**src/rtl/clock_gating_map.vh**
```
// Register map, field positions, reset values and timing for clock gating
`ifndef CLOCK_GATING_MAP_VH
`define CLOCK_GATING_MAP_VH

// Register indices; byte address is four times the index
`define REG_ENABLE_0_INDEX   16'h2780
`define REG_ENABLE_1_INDEX   16'h2781
`define REG_FORCE_0_INDEX    16'h2782
`define REG_FORCE_1_INDEX    16'h2783
`define REG_STATUS_INDEX     16'h2784

// Enable register 0 fields
`define EN0_MODEM_FSM        7
`define EN0_TRANSMIT         6
`define EN0_RECEIVE          5
`define EN0_DC_CANCEL        4
`define EN0_TEST             3
`define EN0_RX_FIFO          2
`define EN0_TX_FIFO          1
`define EN0_TX_AUTO_OFF      0

// Enable register 1 fields
`define EN1_CLOCK_OUT_EN     7
`define EN1_CLOCK_SEL_MSB    6
`define EN1_CLOCK_SEL_LSB    4
`define EN1_PHY_REGS         3
`define EN1_RF_REGS          2
`define EN1_MAC_REGS         1

// Force register 0 fields
`define FE0_VITERBI          7
`define FE0_TRANSMIT         6
`define FE0_RECEIVE          5
`define FE0_DC_CANCEL        4
`define FE0_TIMING_EST       3
`define FE0_GAIN_CONTROL     2
`define FE0_CORRELATOR       1

// Force register 1 fields
`define FE1_MODEM_FSM        5
`define FE1_RX_FIFO          4
`define FE1_TX_FIFO          3
`define FE1_PHY_REGS         2
`define FE1_RF_REGS          1
`define FE1_MAC_REGS         0

// Reset values and writable bits
`define EN0_RESET            8'hFE
`define EN1_RESET            8'h0E
`define FE0_RESET            8'h00
`define FE1_RESET            8'h00
`define EN0_MASK             8'hFF
`define EN1_MASK             8'hFE
`define FE0_MASK             8'hFE
`define FE1_MASK             8'h3F
`define GATE_RESET           14'h03FF

// Output clock selection
`define CLOCK_SEL_OFF        3'h7
`define PCLK_KHZ             50000
`define OUT_FREQ_0_KHZ       500
`define OUT_FREQ_1_KHZ       1000
`define OUT_FREQ_2_KHZ       2000
`define OUT_FREQ_3_KHZ       4000
`define OUT_FREQ_4_KHZ       8000
`define OUT_FREQ_5_KHZ       16000
`define OUT_FREQ_6_KHZ       32000

`endif

```
**src/rtl/clock_output_divider.v**
```verilog
// Glitch-free divider for the external clock output
`timescale 1ns/1ps
`default_nettype none
`include "clock_gating_map.vh"

module clock_output_divider #(
	parameter CNT_WIDTH = 16
) (
	// Clock and reset
	input  wire       pclk,
	input  wire       presetn,
	// Control
	input  wire       run,
	input  wire [2:0] sel,
	// Output
	output reg        clock_out,
	output reg        running
);

	reg [CNT_WIDTH-1:0] count;
	reg [2:0]           active_sel;

	// Half period in pclk cycles, rounded down, at least one
	function [CNT_WIDTH-1:0] half_period;
		input [2:0] code;
		integer freq;
		integer cycles;
		begin
			case (code)
				3'h0:    freq = `OUT_FREQ_0_KHZ;
				3'h1:    freq = `OUT_FREQ_1_KHZ;
				3'h2:    freq = `OUT_FREQ_2_KHZ;
				3'h3:    freq = `OUT_FREQ_3_KHZ;
				3'h4:    freq = `OUT_FREQ_4_KHZ;
				3'h5:    freq = `OUT_FREQ_5_KHZ;
				default: freq = `OUT_FREQ_6_KHZ;
			endcase
			cycles = `PCLK_KHZ / (2 * freq);
			if (cycles < 1)
				cycles = 1;
			half_period = cycles[CNT_WIDTH-1:0];
		end
	endfunction

	wire phase_end = (count == half_period(active_sel) - 1'b1);

	// Phases always complete; new select taken only at a rising edge
	always @(posedge pclk or negedge presetn) begin
		if (!presetn) begin
			count      <= {CNT_WIDTH{1'b0}};
			active_sel <= 3'h0;
			clock_out  <= 1'b0;
			running    <= 1'b0;
		end else if (!running) begin
			count <= {CNT_WIDTH{1'b0}};
			if (run) begin
				running    <= 1'b1;
				active_sel <= sel;
				clock_out  <= 1'b1;
			end
		end else if (phase_end) begin
			count <= {CNT_WIDTH{1'b0}};
			if (clock_out) begin
				clock_out <= 1'b0;
			end else if (run) begin
				clock_out  <= 1'b1;
				active_sel <= sel;
			end else begin
				running <= 1'b0;
			end
		end else begin
			count <= count + 1'b1;
		end
	end

endmodule // clock_output_divider

`default_nettype wire

```
**src/rtl/radio_clock_gating_control.v**
```verilog
// Clock gating controller for the modem and MAC blocks, APB slave
//
// Local design decision: the APB interface to the registers.
`timescale 1ns/1ps
`default_nettype none
`include "clock_gating_map.vh"

// Function
// - Enable register 0 bits 7..4 gate fsm, transmit, receive, dc clocks; reset 1.
// - Enable register 0 bits 3..1 gate test, rx fifo, tx fifo clocks; reset 1.
// - Auto-off bit set: tx fifo clock stops on dma transfer done.
// - Enable register 1 bit 7 enables the clock output; reset 0.
// - Three-bit select picks 500 kHz to 25 MHz (codes 5 and 6 both give 25 MHz); code 7 is off.
// - Enable register 1 bits 3..1 gate phy, rf, mac register clocks.
// - A set force bit keeps its clock running whatever the enables say.
// - Force register 0 bits 7..4 force viterbi, transmit, receive, dc clocks.
// - Force register 0 bits 3..1 force timing, gain, correlator clocks.
// - Force register 1 bits 5..3 force fsm, rx fifo, tx fifo clocks.
// - Force register 1 bits 2..0 force phy, rf, mac register clocks.
// - Force register 1 keeps its contents through retention power-down.
module radio_clock_gating_control #(
	parameter ADDR_WIDTH = 16,
	parameter CNT_WIDTH  = 16
) (
	// Clock and resets
	input  wire                  pclk,
	input  wire                  presetn,
	input  wire                  retain_resetn,
	// APB slave
	input  wire                  psel,
	input  wire                  penable,
	input  wire                  pwrite,
	input  wire [ADDR_WIDTH-1:0] paddr,
	input  wire [31:0]           pwdata,
	input  wire [3:0]            pstrb,
	output wire                  pready,
	output reg  [31:0]           prdata,
	output reg                   pslverr,
	// Block events and requests
	input  wire                  dma_tx_done,
	input  wire                  viterbi_clock_request,
	input  wire                  timing_estimator_clock_request,
	input  wire                  gain_control_clock_request,
	input  wire                  correlator_clock_request,
	// Gate enables
	output wire                  modem_fsm_clock_gate,
	output wire                  transmit_clock_gate,
	output wire                  receive_clock_gate,
	output wire                  dc_cancel_clock_gate,
	output wire                  test_clock_gate,
	output wire                  rx_fifo_clock_gate,
	output wire                  tx_fifo_clock_gate,
	output wire                  phy_regs_clock_gate,
	output wire                  rf_regs_clock_gate,
	output wire                  mac_regs_clock_gate,
	output wire                  viterbi_clock_gate,
	output wire                  timing_estimator_clock_gate,
	output wire                  gain_control_clock_gate,
	output wire                  correlator_clock_gate,
	// External clock output
	output wire                  clock_output,
	output wire                  clock_output_running
);

	localparam [2:0] SEL_ENABLE_0 = 3'h0;
	localparam [2:0] SEL_ENABLE_1 = 3'h1;
	localparam [2:0] SEL_FORCE_0  = 3'h2;
	localparam [2:0] SEL_FORCE_1  = 3'h3;
	localparam [2:0] SEL_STATUS   = 3'h4;
	localparam [2:0] SEL_NONE     = 3'h7;

	reg  [7:0]  modem_clock_enable_0;
	reg  [7:0]  modem_clock_enable_1;
	reg  [7:0]  modem_clock_force_0;
	reg  [7:0]  modem_clock_force_1;
	reg  [7:0]  next_enable_0;
	reg  [13:0] gate;
	reg  [13:0] next_gate;
	reg  [2:0]  setup_sel;
	wire [2:0]  access_sel;
	wire        setup_phase;
	wire        write_taken;
	wire        tx_auto_stop;
	wire [2:0]  clock_sel;
	wire        clock_run;

	// Fields of the enable registers
	wire        modem_fsm_clock_enable;
	wire        transmit_clock_enable;
	wire        receive_clock_enable;
	wire        dc_cancel_clock_enable;
	wire        test_clock_enable;
	wire        mac_rx_fifo_clock_enable;
	wire        mac_tx_fifo_clock_enable;
	wire        tx_fifo_clock_auto_off;
	wire        clock_output_enable;
	wire        phy_regs_clock_enable;
	wire        rf_regs_clock_enable;
	wire        mac_regs_clock_enable;
	// Fields of the force registers
	wire        viterbi_clock_force;
	wire        transmit_clock_force;
	wire        receive_clock_force;
	wire        dc_cancel_clock_force;
	wire        timing_estimator_clock_force;
	wire        gain_control_clock_force;
	wire        correlator_clock_force;
	wire        modem_fsm_clock_force;
	wire        rx_fifo_clock_force;
	wire        tx_fifo_clock_force;
	wire        phy_regs_clock_force;
	wire        rf_regs_clock_force;
	wire        mac_regs_clock_force;

	// Field taps
	assign modem_fsm_clock_enable = modem_clock_enable_0[`EN0_MODEM_FSM];
	assign transmit_clock_enable = modem_clock_enable_0[`EN0_TRANSMIT];
	assign receive_clock_enable = modem_clock_enable_0[`EN0_RECEIVE];
	assign dc_cancel_clock_enable = modem_clock_enable_0[`EN0_DC_CANCEL];
	assign test_clock_enable = modem_clock_enable_0[`EN0_TEST];
	assign mac_rx_fifo_clock_enable = modem_clock_enable_0[`EN0_RX_FIFO];
	assign mac_tx_fifo_clock_enable = modem_clock_enable_0[`EN0_TX_FIFO];
	assign tx_fifo_clock_auto_off = modem_clock_enable_0[`EN0_TX_AUTO_OFF];
	assign clock_output_enable = modem_clock_enable_1[`EN1_CLOCK_OUT_EN];
	assign phy_regs_clock_enable = modem_clock_enable_1[`EN1_PHY_REGS];
	assign rf_regs_clock_enable = modem_clock_enable_1[`EN1_RF_REGS];
	assign mac_regs_clock_enable = modem_clock_enable_1[`EN1_MAC_REGS];

	assign viterbi_clock_force = modem_clock_force_0[`FE0_VITERBI];
	assign transmit_clock_force = modem_clock_force_0[`FE0_TRANSMIT];
	assign receive_clock_force = modem_clock_force_0[`FE0_RECEIVE];
	assign dc_cancel_clock_force = modem_clock_force_0[`FE0_DC_CANCEL];
	assign timing_estimator_clock_force = modem_clock_force_0[`FE0_TIMING_EST];
	assign gain_control_clock_force = modem_clock_force_0[`FE0_GAIN_CONTROL];
	assign correlator_clock_force = modem_clock_force_0[`FE0_CORRELATOR];
	assign modem_fsm_clock_force = modem_clock_force_1[`FE1_MODEM_FSM];
	assign rx_fifo_clock_force = modem_clock_force_1[`FE1_RX_FIFO];
	assign tx_fifo_clock_force = modem_clock_force_1[`FE1_TX_FIFO];
	assign phy_regs_clock_force = modem_clock_force_1[`FE1_PHY_REGS];
	assign rf_regs_clock_force = modem_clock_force_1[`FE1_RF_REGS];
	assign mac_regs_clock_force = modem_clock_force_1[`FE1_MAC_REGS];

	// Map a byte address onto a register select
	function [2:0] decode;
		input [ADDR_WIDTH-1:0] addr;
		begin
			if (addr[1:0] != 2'b00)
				decode = SEL_NONE;
			else if (addr == (`REG_ENABLE_0_INDEX << 2))
				decode = SEL_ENABLE_0;
			else if (addr == (`REG_ENABLE_1_INDEX << 2))
				decode = SEL_ENABLE_1;
			else if (addr == (`REG_FORCE_0_INDEX << 2))
				decode = SEL_FORCE_0;
			else if (addr == (`REG_FORCE_1_INDEX << 2))
				decode = SEL_FORCE_1;
			else if (addr == (`REG_STATUS_INDEX << 2))
				decode = SEL_STATUS;
			else
				decode = SEL_NONE;
		end
	endfunction

	// Bus handshake, no wait states
	assign pready      = 1'b1;
	assign setup_phase = psel & ~penable;
	assign access_sel  = decode(paddr);
	assign write_taken = psel & penable & pwrite & pstrb[0];

	// Read data and error captured in the setup cycle
	always @(posedge pclk or negedge presetn) begin
		if (!presetn) begin
			setup_sel <= SEL_NONE;
			prdata    <= 32'h00000000;
			pslverr   <= 1'b0;
		end else if (setup_phase) begin
			setup_sel <= access_sel;
			pslverr   <= (access_sel == SEL_NONE);
			case (access_sel)
				SEL_ENABLE_0: prdata <= {24'h000000, modem_clock_enable_0};
				SEL_ENABLE_1: prdata <= {24'h000000, modem_clock_enable_1};
				SEL_FORCE_0:  prdata <= {24'h000000, modem_clock_force_0};
				SEL_FORCE_1:  prdata <= {24'h000000, modem_clock_force_1};
				SEL_STATUS:   prdata <= {17'h00000, clock_output_running, gate};
				default:      prdata <= 32'h00000000;
			endcase
		end else if (!psel) begin
			pslverr <= 1'b0;
		end
	end

	// Auto-off stop of the tx fifo clock
	assign tx_auto_stop = tx_fifo_clock_auto_off & dma_tx_done;

	// Write to enable 0; the done event wins over a same-cycle write
	always @* begin
		next_enable_0 = modem_clock_enable_0;
		if (write_taken && setup_sel == SEL_ENABLE_0)
			next_enable_0 = pwdata[7:0] & `EN0_MASK;
		if (tx_auto_stop)
			next_enable_0[`EN0_TX_FIFO] = 1'b0;
	end

	// Enable registers
	always @(posedge pclk or negedge presetn) begin
		if (!presetn) begin
			modem_clock_enable_0 <= `EN0_RESET;
			modem_clock_enable_1 <= `EN1_RESET;
		end else begin
			modem_clock_enable_0 <= next_enable_0;
			if (write_taken && setup_sel == SEL_ENABLE_1)
				modem_clock_enable_1 <= pwdata[7:0] & `EN1_MASK;
		end
	end

	// Force register 0 on the system reset
	always @(posedge pclk or negedge presetn) begin
		if (!presetn) begin
			modem_clock_force_0 <= `FE0_RESET;
		end else if (write_taken && setup_sel == SEL_FORCE_0) begin
			modem_clock_force_0 <= pwdata[7:0] & `FE0_MASK;
		end
	end

	// Force register 1 survives the system reset
	always @(posedge pclk or negedge retain_resetn) begin
		if (!retain_resetn) begin
			modem_clock_force_1 <= `FE1_RESET;
		end else if (write_taken && setup_sel == SEL_FORCE_1) begin
			modem_clock_force_1 <= pwdata[7:0] & `FE1_MASK;
		end
	end

	// Gate enables: enable bit or request, or force bit; the test gate takes its enable bit only
	always @* begin
		next_gate[0]  = modem_fsm_clock_enable |
			modem_fsm_clock_force;
		next_gate[1]  = transmit_clock_enable |
			transmit_clock_force;
		next_gate[2]  = receive_clock_enable |
			receive_clock_force;
		next_gate[3]  = dc_cancel_clock_enable |
			dc_cancel_clock_force;
		next_gate[4]  = test_clock_enable;
		next_gate[5]  = mac_rx_fifo_clock_enable |
			rx_fifo_clock_force;
		next_gate[6]  = mac_tx_fifo_clock_enable |
			tx_fifo_clock_force;
		next_gate[7]  = phy_regs_clock_enable |
			phy_regs_clock_force;
		next_gate[8]  = rf_regs_clock_enable |
			rf_regs_clock_force;
		next_gate[9]  = mac_regs_clock_enable |
			mac_regs_clock_force;
		next_gate[10] = viterbi_clock_request |
			viterbi_clock_force;
		next_gate[11] = timing_estimator_clock_request |
			timing_estimator_clock_force;
		next_gate[12] = gain_control_clock_request |
			gain_control_clock_force;
		next_gate[13] = correlator_clock_request |
			correlator_clock_force;
	end

	// Registered gate enables change only on a pclk edge or at the presetn reset
	always @(posedge pclk or negedge presetn) begin
		if (!presetn) begin
			gate <= `GATE_RESET;
		end else begin
			gate <= next_gate;
		end
	end

	assign modem_fsm_clock_gate        = gate[0];
	assign transmit_clock_gate         = gate[1];
	assign receive_clock_gate          = gate[2];
	assign dc_cancel_clock_gate        = gate[3];
	assign test_clock_gate             = gate[4];
	assign rx_fifo_clock_gate          = gate[5];
	assign tx_fifo_clock_gate          = gate[6];
	assign phy_regs_clock_gate         = gate[7];
	assign rf_regs_clock_gate          = gate[8];
	assign mac_regs_clock_gate         = gate[9];
	assign viterbi_clock_gate          = gate[10];
	assign timing_estimator_clock_gate = gate[11];
	assign gain_control_clock_gate     = gate[12];
	assign correlator_clock_gate       = gate[13];

	// External clock output control
	assign clock_sel = modem_clock_enable_1[`EN1_CLOCK_SEL_MSB:`EN1_CLOCK_SEL_LSB];
	assign clock_run = clock_output_enable &
		(clock_sel != `CLOCK_SEL_OFF);

	clock_output_divider #(
		.CNT_WIDTH (CNT_WIDTH)
	) u_divider (
		.pclk      (pclk),
		.presetn   (presetn),
		.run       (clock_run),
		.sel       (clock_sel),
		.clock_out (clock_output),
		.running   (clock_output_running)
	);

endmodule // radio_clock_gating_control

`default_nettype wire

```
**config.mk**
```make
export PLATFORM = sky130hd
export DESIGN_NAME = radio_clock_gating_control
export DESIGN_NICKNAME = d
export VERILOG_FILES = /design/src/rtl/clock_output_divider.v /design/src/rtl/radio_clock_gating_control.v
export VERILOG_INCLUDE_DIRS = /design/src /design/src/rtl
export SDC_FILE = /design/constraint.sdc
export NUM_CORES = 1
export LEC_CHECK = 0
export CAP_MARGIN = 30
export CELL_PAD_IN_SITES_DETAIL_PLACEMENT = 1
export CELL_PAD_IN_SITES_GLOBAL_PLACEMENT = 1
export CORE_MARGIN = 1
export CORE_UTILIZATION = 50
export DETAILED_ROUTE_END_ITERATION = 10
export DONT_BUFFER_PORTS = 1
export PLACE_DENSITY = 0.9
export SYNTH_ARGS = -nofsm -noshare
export SYNTH_HDL_FRONTEND = slang
export SYNTH_SLANG_ARGS = --single-unit
```
**constraint.sdc**
```tcl
create_clock -name pclk -period 60.9 [get_ports pclk]
set_clock_uncertainty 0.1 [all_clocks]
set_input_delay 9.135 -clock pclk [delete_from_list [all_inputs] [get_ports pclk]]
set_output_delay 9.135 -clock pclk [all_outputs]
set_load 0.03 [all_outputs]
```
Yosys cells after proc, flatten, opt, wreduce, memory -nomap -nowiden
Index checks and enable logic that the tools add are counted.

word-level totals
  output and inout bits = 50
  bits in registers = 99
  word-level logic and storage cells = 99

cells by class
  reduce and logical (&&, ||, !) cells = 12
  bitwise logic cells = 20
  add/sub/neg operators = 2
  div/mod/pow operators = 1
  order comparisons = 1
  mux-type cells = 27
  eq/ne operators = 23

operator list
  cell                                                                     count
  15-bit case mux with 6 select lines                                      1
  16-bit equality test, second input constant                              5
  15-bit case mux with 5 select lines                                      1
  16-bit 2-to-1 mux                                                        3
  17-bit by 32-bit divider with 32-bit output, first input constant        1
  32-bit by 2-bit < comparator with 1-bit output, second input constant    1
  3-bit 2-to-1 mux                                                         9
  3-bit by 2-bit equality test with 1-bit output, second input constant    6
  16-bit by 1-bit adder with 16-bit output, second input constant          1
  16-bit equality test                                                     1
  16-bit by 1-bit subtractor with 16-bit output, second input constant     1
  1-bit OR                                                                 13
  3-bit equality test, second input constant                               4
  1-bit 2-to-1 mux                                                         11
  3-bit by 1-bit equality test with 1-bit output, second input constant    3
  3-bit logical NOT                                                        3
  1-bit AND                                                                6
  2-bit nonzero test                                                       3
  1-bit logical AND                                                        4
  2-bit 2-to-1 mux                                                         2
  2-bit inequality test, second input constant                             2
  2-bit AND reduction                                                      2
  3-bit inequality test, second input constant                             1
  2-bit by 1-bit inequality test with 1-bit output, second input constant  1
  1-bit NOT                                                                1

Depth between registers and ports, before layout
  depth in word-level cells = 9
  gate-level depth with buffers = 280
  depth with buffers taken out = 249

Hierarchy
A second synthesis with hierarchy kept.

unflattened totals
  cells, all modules = 2,750
  area, all modules = 20,050.5 sq um

by module, submodules not included
  module                      times used  area each (sq um)  cells an instance
  clock_output_divider        1           17,264.1           2,513
  radio_clock_gating_control  1           2,786.4            237

Worst setup path before layout
OpenSTA, ideal clock, no wires.

  path type = reg-to-reg
  start point = register u_divider.active_sel[1]
  end point = register u_divider.count[10]
  data arrival time = 52.527 ns
  buffers on the path = 32
  period minus slack after synthesis = 52.749 ns
  library setup time = 0.121 ns
  cell stages (with the launch flop) = 262
  slack = 8.151 ns
  cells stage by stage = dfrtp_1 > buf_1 > inv_1 > ha_1 > buf_4 > clkbuf_1 > clkbuf_1 > clkbuf_1 > buf_2 > clkbuf_1 > buf_1 > clkbuf_1 > buf_1 > clkbuf_1 > or2_2 > a311oi_1 > ha_1 > o211ai_1 > [226 not listed] > o21ai_0 > a32oi_2 > o2111a_1 > nand3_2 > or4_1 > o22a_1 > o41ai_4 > inv_1 > ha_1 > xor2_1 > xnor2_1 > nand4_1 > nor3_1 > or4bb_1 > a21o_4 > nand3_2 > buf_2 > nor2_1

between the ends
  longest elaborated chain between the ends = 9

RTL lines
  item                                                       line                       RTL
  from (decl)                                                clock_output_divider.v:21  reg [2:0] active_sel;
  from (signal assigned)                                     clock_output_divider.v:58  active_sel <= sel;
  from (signal assigned)                                     clock_output_divider.v:67  active_sel <= sel;
  3-bit equality test (tied with other cells)                clock_output_divider.v:29  case (code)
  15-bit case mux with 6 select lines (*)                    clock_output_divider.v:29
  17-bit by 32-bit divider with 32-bit output (no line) (*)  -
  32-bit by 2-bit < comparator with 1-bit output             clock_output_divider.v:39  if (cycles < 1)
  16-bit 2-to-1 mux (*)                                      clock_output_divider.v:39
  16-bit by 1-bit subtractor with 16-bit output (*)          clock_output_divider.v:45  wire phase_end = (count == half_period(active_sel) - 1'b1);
  16-bit equality test (*)                                   clock_output_divider.v:45
  16-bit 2-to-1 mux (*)                                      clock_output_divider.v:61  end else if (phase_end) begin
  16-bit 2-to-1 mux (*)                                      clock_output_divider.v:54  end else if (!running) begin
  to (signal assigned)                                       clock_output_divider.v:50  count <= {CNT_WIDTH{1'b0}};
  to (signal assigned)                                       clock_output_divider.v:55  count <= {CNT_WIDTH{1'b0}};
  to (signal assigned)                                       clock_output_divider.v:62  count <= {CNT_WIDTH{1'b0}};
  to (decl)                                                  clock_output_divider.v:20  reg [CNT_WIDTH-1:0] count;

Mark *: on every way between the ends. The rest lies on a longest branch, timed or not.
A chain may end at the register's enable or synchronous reset.

Final worst setup path
  start point = register u_divider.active_sel[1]
  end point = register u_divider.clock_out

between the ends
  longest elaborated chain between the ends = 9

RTL lines
  item                                                       line                       RTL
  3-bit equality test (tied with other cells)                clock_output_divider.v:29
  15-bit case mux with 6 select lines (*)                    clock_output_divider.v:29
  17-bit by 32-bit divider with 32-bit output (no line) (*)  -
  32-bit by 2-bit < comparator with 1-bit output             clock_output_divider.v:39
  16-bit 2-to-1 mux (*)                                      clock_output_divider.v:39
  16-bit by 1-bit subtractor with 16-bit output (*)          clock_output_divider.v:45
  16-bit equality test (*)                                   clock_output_divider.v:45
  2-bit inequality test (no line) (*)                        -
  2-bit AND reduction (no line) (*)                          -
  to (signal assigned)                                       clock_output_divider.v:52  clock_out <= 1'b0;
  to (signal assigned)                                       clock_output_divider.v:59  clock_out <= 1'b1;
  to (signal assigned)                                       clock_output_divider.v:64  clock_out <= 1'b0;
  to (decl)                                                  clock_output_divider.v:16  output reg clock_out,

Marked as above.

==> run metrics <==
WL per Instance approximately 25 µm; Ant. Diodes 0; post-cts hold buffer count 0; syn avg cell area 7.24 µm²; fill count between 4000 and 5000; CP bufs+invs 11; Ports about 110; average vias per placed instance 7.13; Core ar. approximately 0.038 mm²; register area share after synthesis 0.108; fin. max-slew vios 0; CP max-delay cell or4_1; FF-to-FF setup slack about 3000 ps; CTS Buf Count 9; worst r2r src u_divider.active_sel[1]; status complete, no violations; Final Hold Vio Count 0; worst hold stages 0; reg2reg path depth between 200 and 250; Die Width between 150 and 200 µm; Worst setup SP type flip-flop; P&R area growth vs syn 4.65%; clock root buffer master clkbuf_16; Yosys warnings 0; max frequency roughly 17 MHz; Hold Crit Class flip-flop to flip-flop; ys async rst share 1.00; area occupied by registers ~0.0021 mm²; Crit. End Element flip-flop; Port Buf Inserts 0; CP Max Fanout 35; final-report setup violation count 0; total grt overflow 0; first-pass GRT wire length 125000 µm; initial DRC count about 2100; Cell Rows a little over 70; dpl hpwl 58200 µm; final core occ 0.535; Post-layout nets between 2000 and 3000; critical path type flip-flop to flip-flop; die area 0.0395 mm²; Multi-input gate area around 0.017 mm²; cell taking the most area after synthesis ha_1; total track usage 0.397; Synth cell types ~130; Clock Path Buffers 2; Final Cycle Share 0.951; final cell count without fillers between 3000 and 4000; H-tree levels 3; largest stage delay on the critical path ~660 ps; CTS tree done; minimum clock period around 58000 ps; CTS Sinks 82; synthesized area about 0.019 mm²; Placer Congestion around 1.0; WP depth 235; slew margin rel. 0.301; commonest register cell after synthesis dfrtp_1; Vias around 22000; Worst-path clk slew 70 ps; initial antenna violation count 0; Die Span Y slightly below 200 µm; share of the synthesized area in the top cell type 0.125; Slew @ Worst Pin around 1000 ps; crit-path leading delay family compound AO/OA/AOI/OAI gates; FF-to-FF End u_divider.clock_out; CP arrival roughly 58000 ps; post-route ant nets 0; layout cell share with drive strength beyond 1 0.105; Worst Path Required between 60000 and 70000 ps; placed cells 3114; detailed-route DRC error count 0; DR pass1 iterations 5; Max Cap Violations 0; Worst Hold End gate[4]; hold path startpoint modem_clock_enable_0[3]; largest net degree at the start of global routing 77; worst skew pair latency ~380 ps; Post-Synthesis Cells approximately 2700; vias in the first global route approximately 23000; Starting Density 0.511; Post-synth EDFFs 0; largest cells by area after synthesis ha_1, dfrtp_1, a21oi_1; #FFs+latches synth just over 80; Post-Route WL approximately 80000 µm
-- synthesized netlist by cell type, types with 22 or more instances --
cell type	instances
nor4_1	22
a31oi_1	29
nor3_1	61
nand2_1	252
nand2b_1	29
ha_1	193
mux2i_1	34
nand4_1	46
a211oi_1	30
or2_2	25
o211ai_1	40
o21ai_0	171
o21a_1	37
dfrtp_1	59
xor2_1	65
and3_1	29
inv_1	76
nand3_1	93
xnor2_1	84
or3_1	22
nor2_1	258
dfstp_2	23
a21o_1	81
nor2b_1	35
a21oi_1	262
o31ai_1	32
clkbuf_1	75
and2_1	27
mux2_2	59
-- registers in the layout, summed over array words and instances, names as in the netlist --
name / flops
gate: 14
modem_clock_enable_0: 8
modem_clock_enable_1: 7
modem_clock_force_0: 7
modem_clock_force_1: 6
prdata: 15
pslverr: 1
setup_sel: 3
u_divider.active_sel: 3
u_divider.clock_out: 1
u_divider.count: 16
u_divider.running: 1
-- worst max-delay path by stage --
| stage | start | to | slack (ps) |
|---|---|---|---|
| floorplan | u_divider.active_sel[1] | u_divider.count[10] | 8150 |
| global placement | u_divider.active_sel[2] | u_divider.clock_out | 3640 |
| detailed placement | u_divider.active_sel[1] | u_divider.count[2] | 1510 |
| CTS | u_divider.active_sel[2] | u_divider.clock_out | 1090 |
| global route | u_divider.active_sel[1] | u_divider.count[2] | -40 |
| finish | u_divider.active_sel[1] | u_divider.clock_out | 2970 |
-- final cells by class --
class / count / area share
timing repair buffer: 41 / 0.0158
sequential: 82 / 0.103
tap: 511 / 0.0316
inverter: 80 / 0.0148
clock buffer: 10 / 0.0118
multi-input combinational: 2404 / 0.820
clock inverter: 6 / 0.00352
-- stage by stage --
step           instance area (µm²)  hold WS, ps  setup TNS [ps]  worst slack, ps
2_1_floorplan                19400          259               0             8150
3_3_place_gp                 19800          264               0             3640
3_5_place_dp                 19800          266               0             1510
4_1_cts                      20100          277               0             1090
5_1_grt                      20300          282            -207            -44.5
6_report                     20300          277               0             2970
-- repair_timing --
| action | 4_1_cts | 5_1_grt |
|---|---|---|
| endpoints found under the setup margin | 0 | 21 |
| gates resized for setup | 0 | 27 |
| buffers inserted | 0 | 3 |
-- layout by cell type (no fill, tap or decap), types with 19 or more instances in the layout --
| master | netlist | layout |
|---|---|---|
| and2_1 | 27 | 27 |
| nand4_1 | 46 | 46 |
| or2_2 | 25 | 25 |
| nor2b_1 | 35 | 35 |
| nand2_1 | 252 | 250 |
| mux2_2 | 59 | 59 |
| o21a_1 | 37 | 37 |
| nor3_1 | 61 | 59 |
| or3_1 | 22 | 22 |
| a31oi_1 | 29 | 29 |
| inv_1 | 76 | 75 |
| ha_1 | 193 | 189 |
| a21oi_1 | 262 | 260 |
| xor2_1 | 65 | 65 |
| dfrtp_1 | 59 | 57 |
| a311oi_1 | 20 | 19 |
| nor2_1 | 258 | 254 |
| buf_4 | 21 | 37 |
| conb_1 | 2 | 25 |
| and3_1 | 29 | 29 |
| a22oi_1 | 19 | 19 |
| nand2b_1 | 29 | 29 |
| o21ai_0 | 171 | 170 |
| a21o_1 | 81 | 81 |
| o31ai_1 | 32 | 32 |
| a211oi_1 | 30 | 30 |
| xnor2_1 | 84 | 84 |
| mux2i_1 | 34 | 32 |
| dfstp_2 | 23 | 23 |
| nor4_1 | 22 | 20 |
| nand3_1 | 93 | 91 |
| o211ai_1 | 40 | 40 |
-- cell families (layout without fill, tap and decap cells) --
group	count (synthesis)	in the layout	share of synthesized area
AO/OA/AOI/OAI	962	962	0.344
buffers and inverters	211	137	0.0475
adder cells (fa/ha/maj)	193	193	0.125
other	2	25	0.000388
flip-flops	82	82	0.108
multiplexers	100	100	0.0571
XOR/XNOR	149	149	0.0674
AND/OR/NAND/NOR	975	975	0.251
-- metal layers --
layer	vias to the layer above	track usage	routed length, µm
li1	9980	-	-
met4	0	0.193	3770
met1	11000	0.499	33300
met5	-	0	0
met3	283	0.0597	5750
met2	1072	0.663	37000
Power is not shown: default switching activity piles up to over one toggle a cycle in this logic, so the estimate is an artifact.
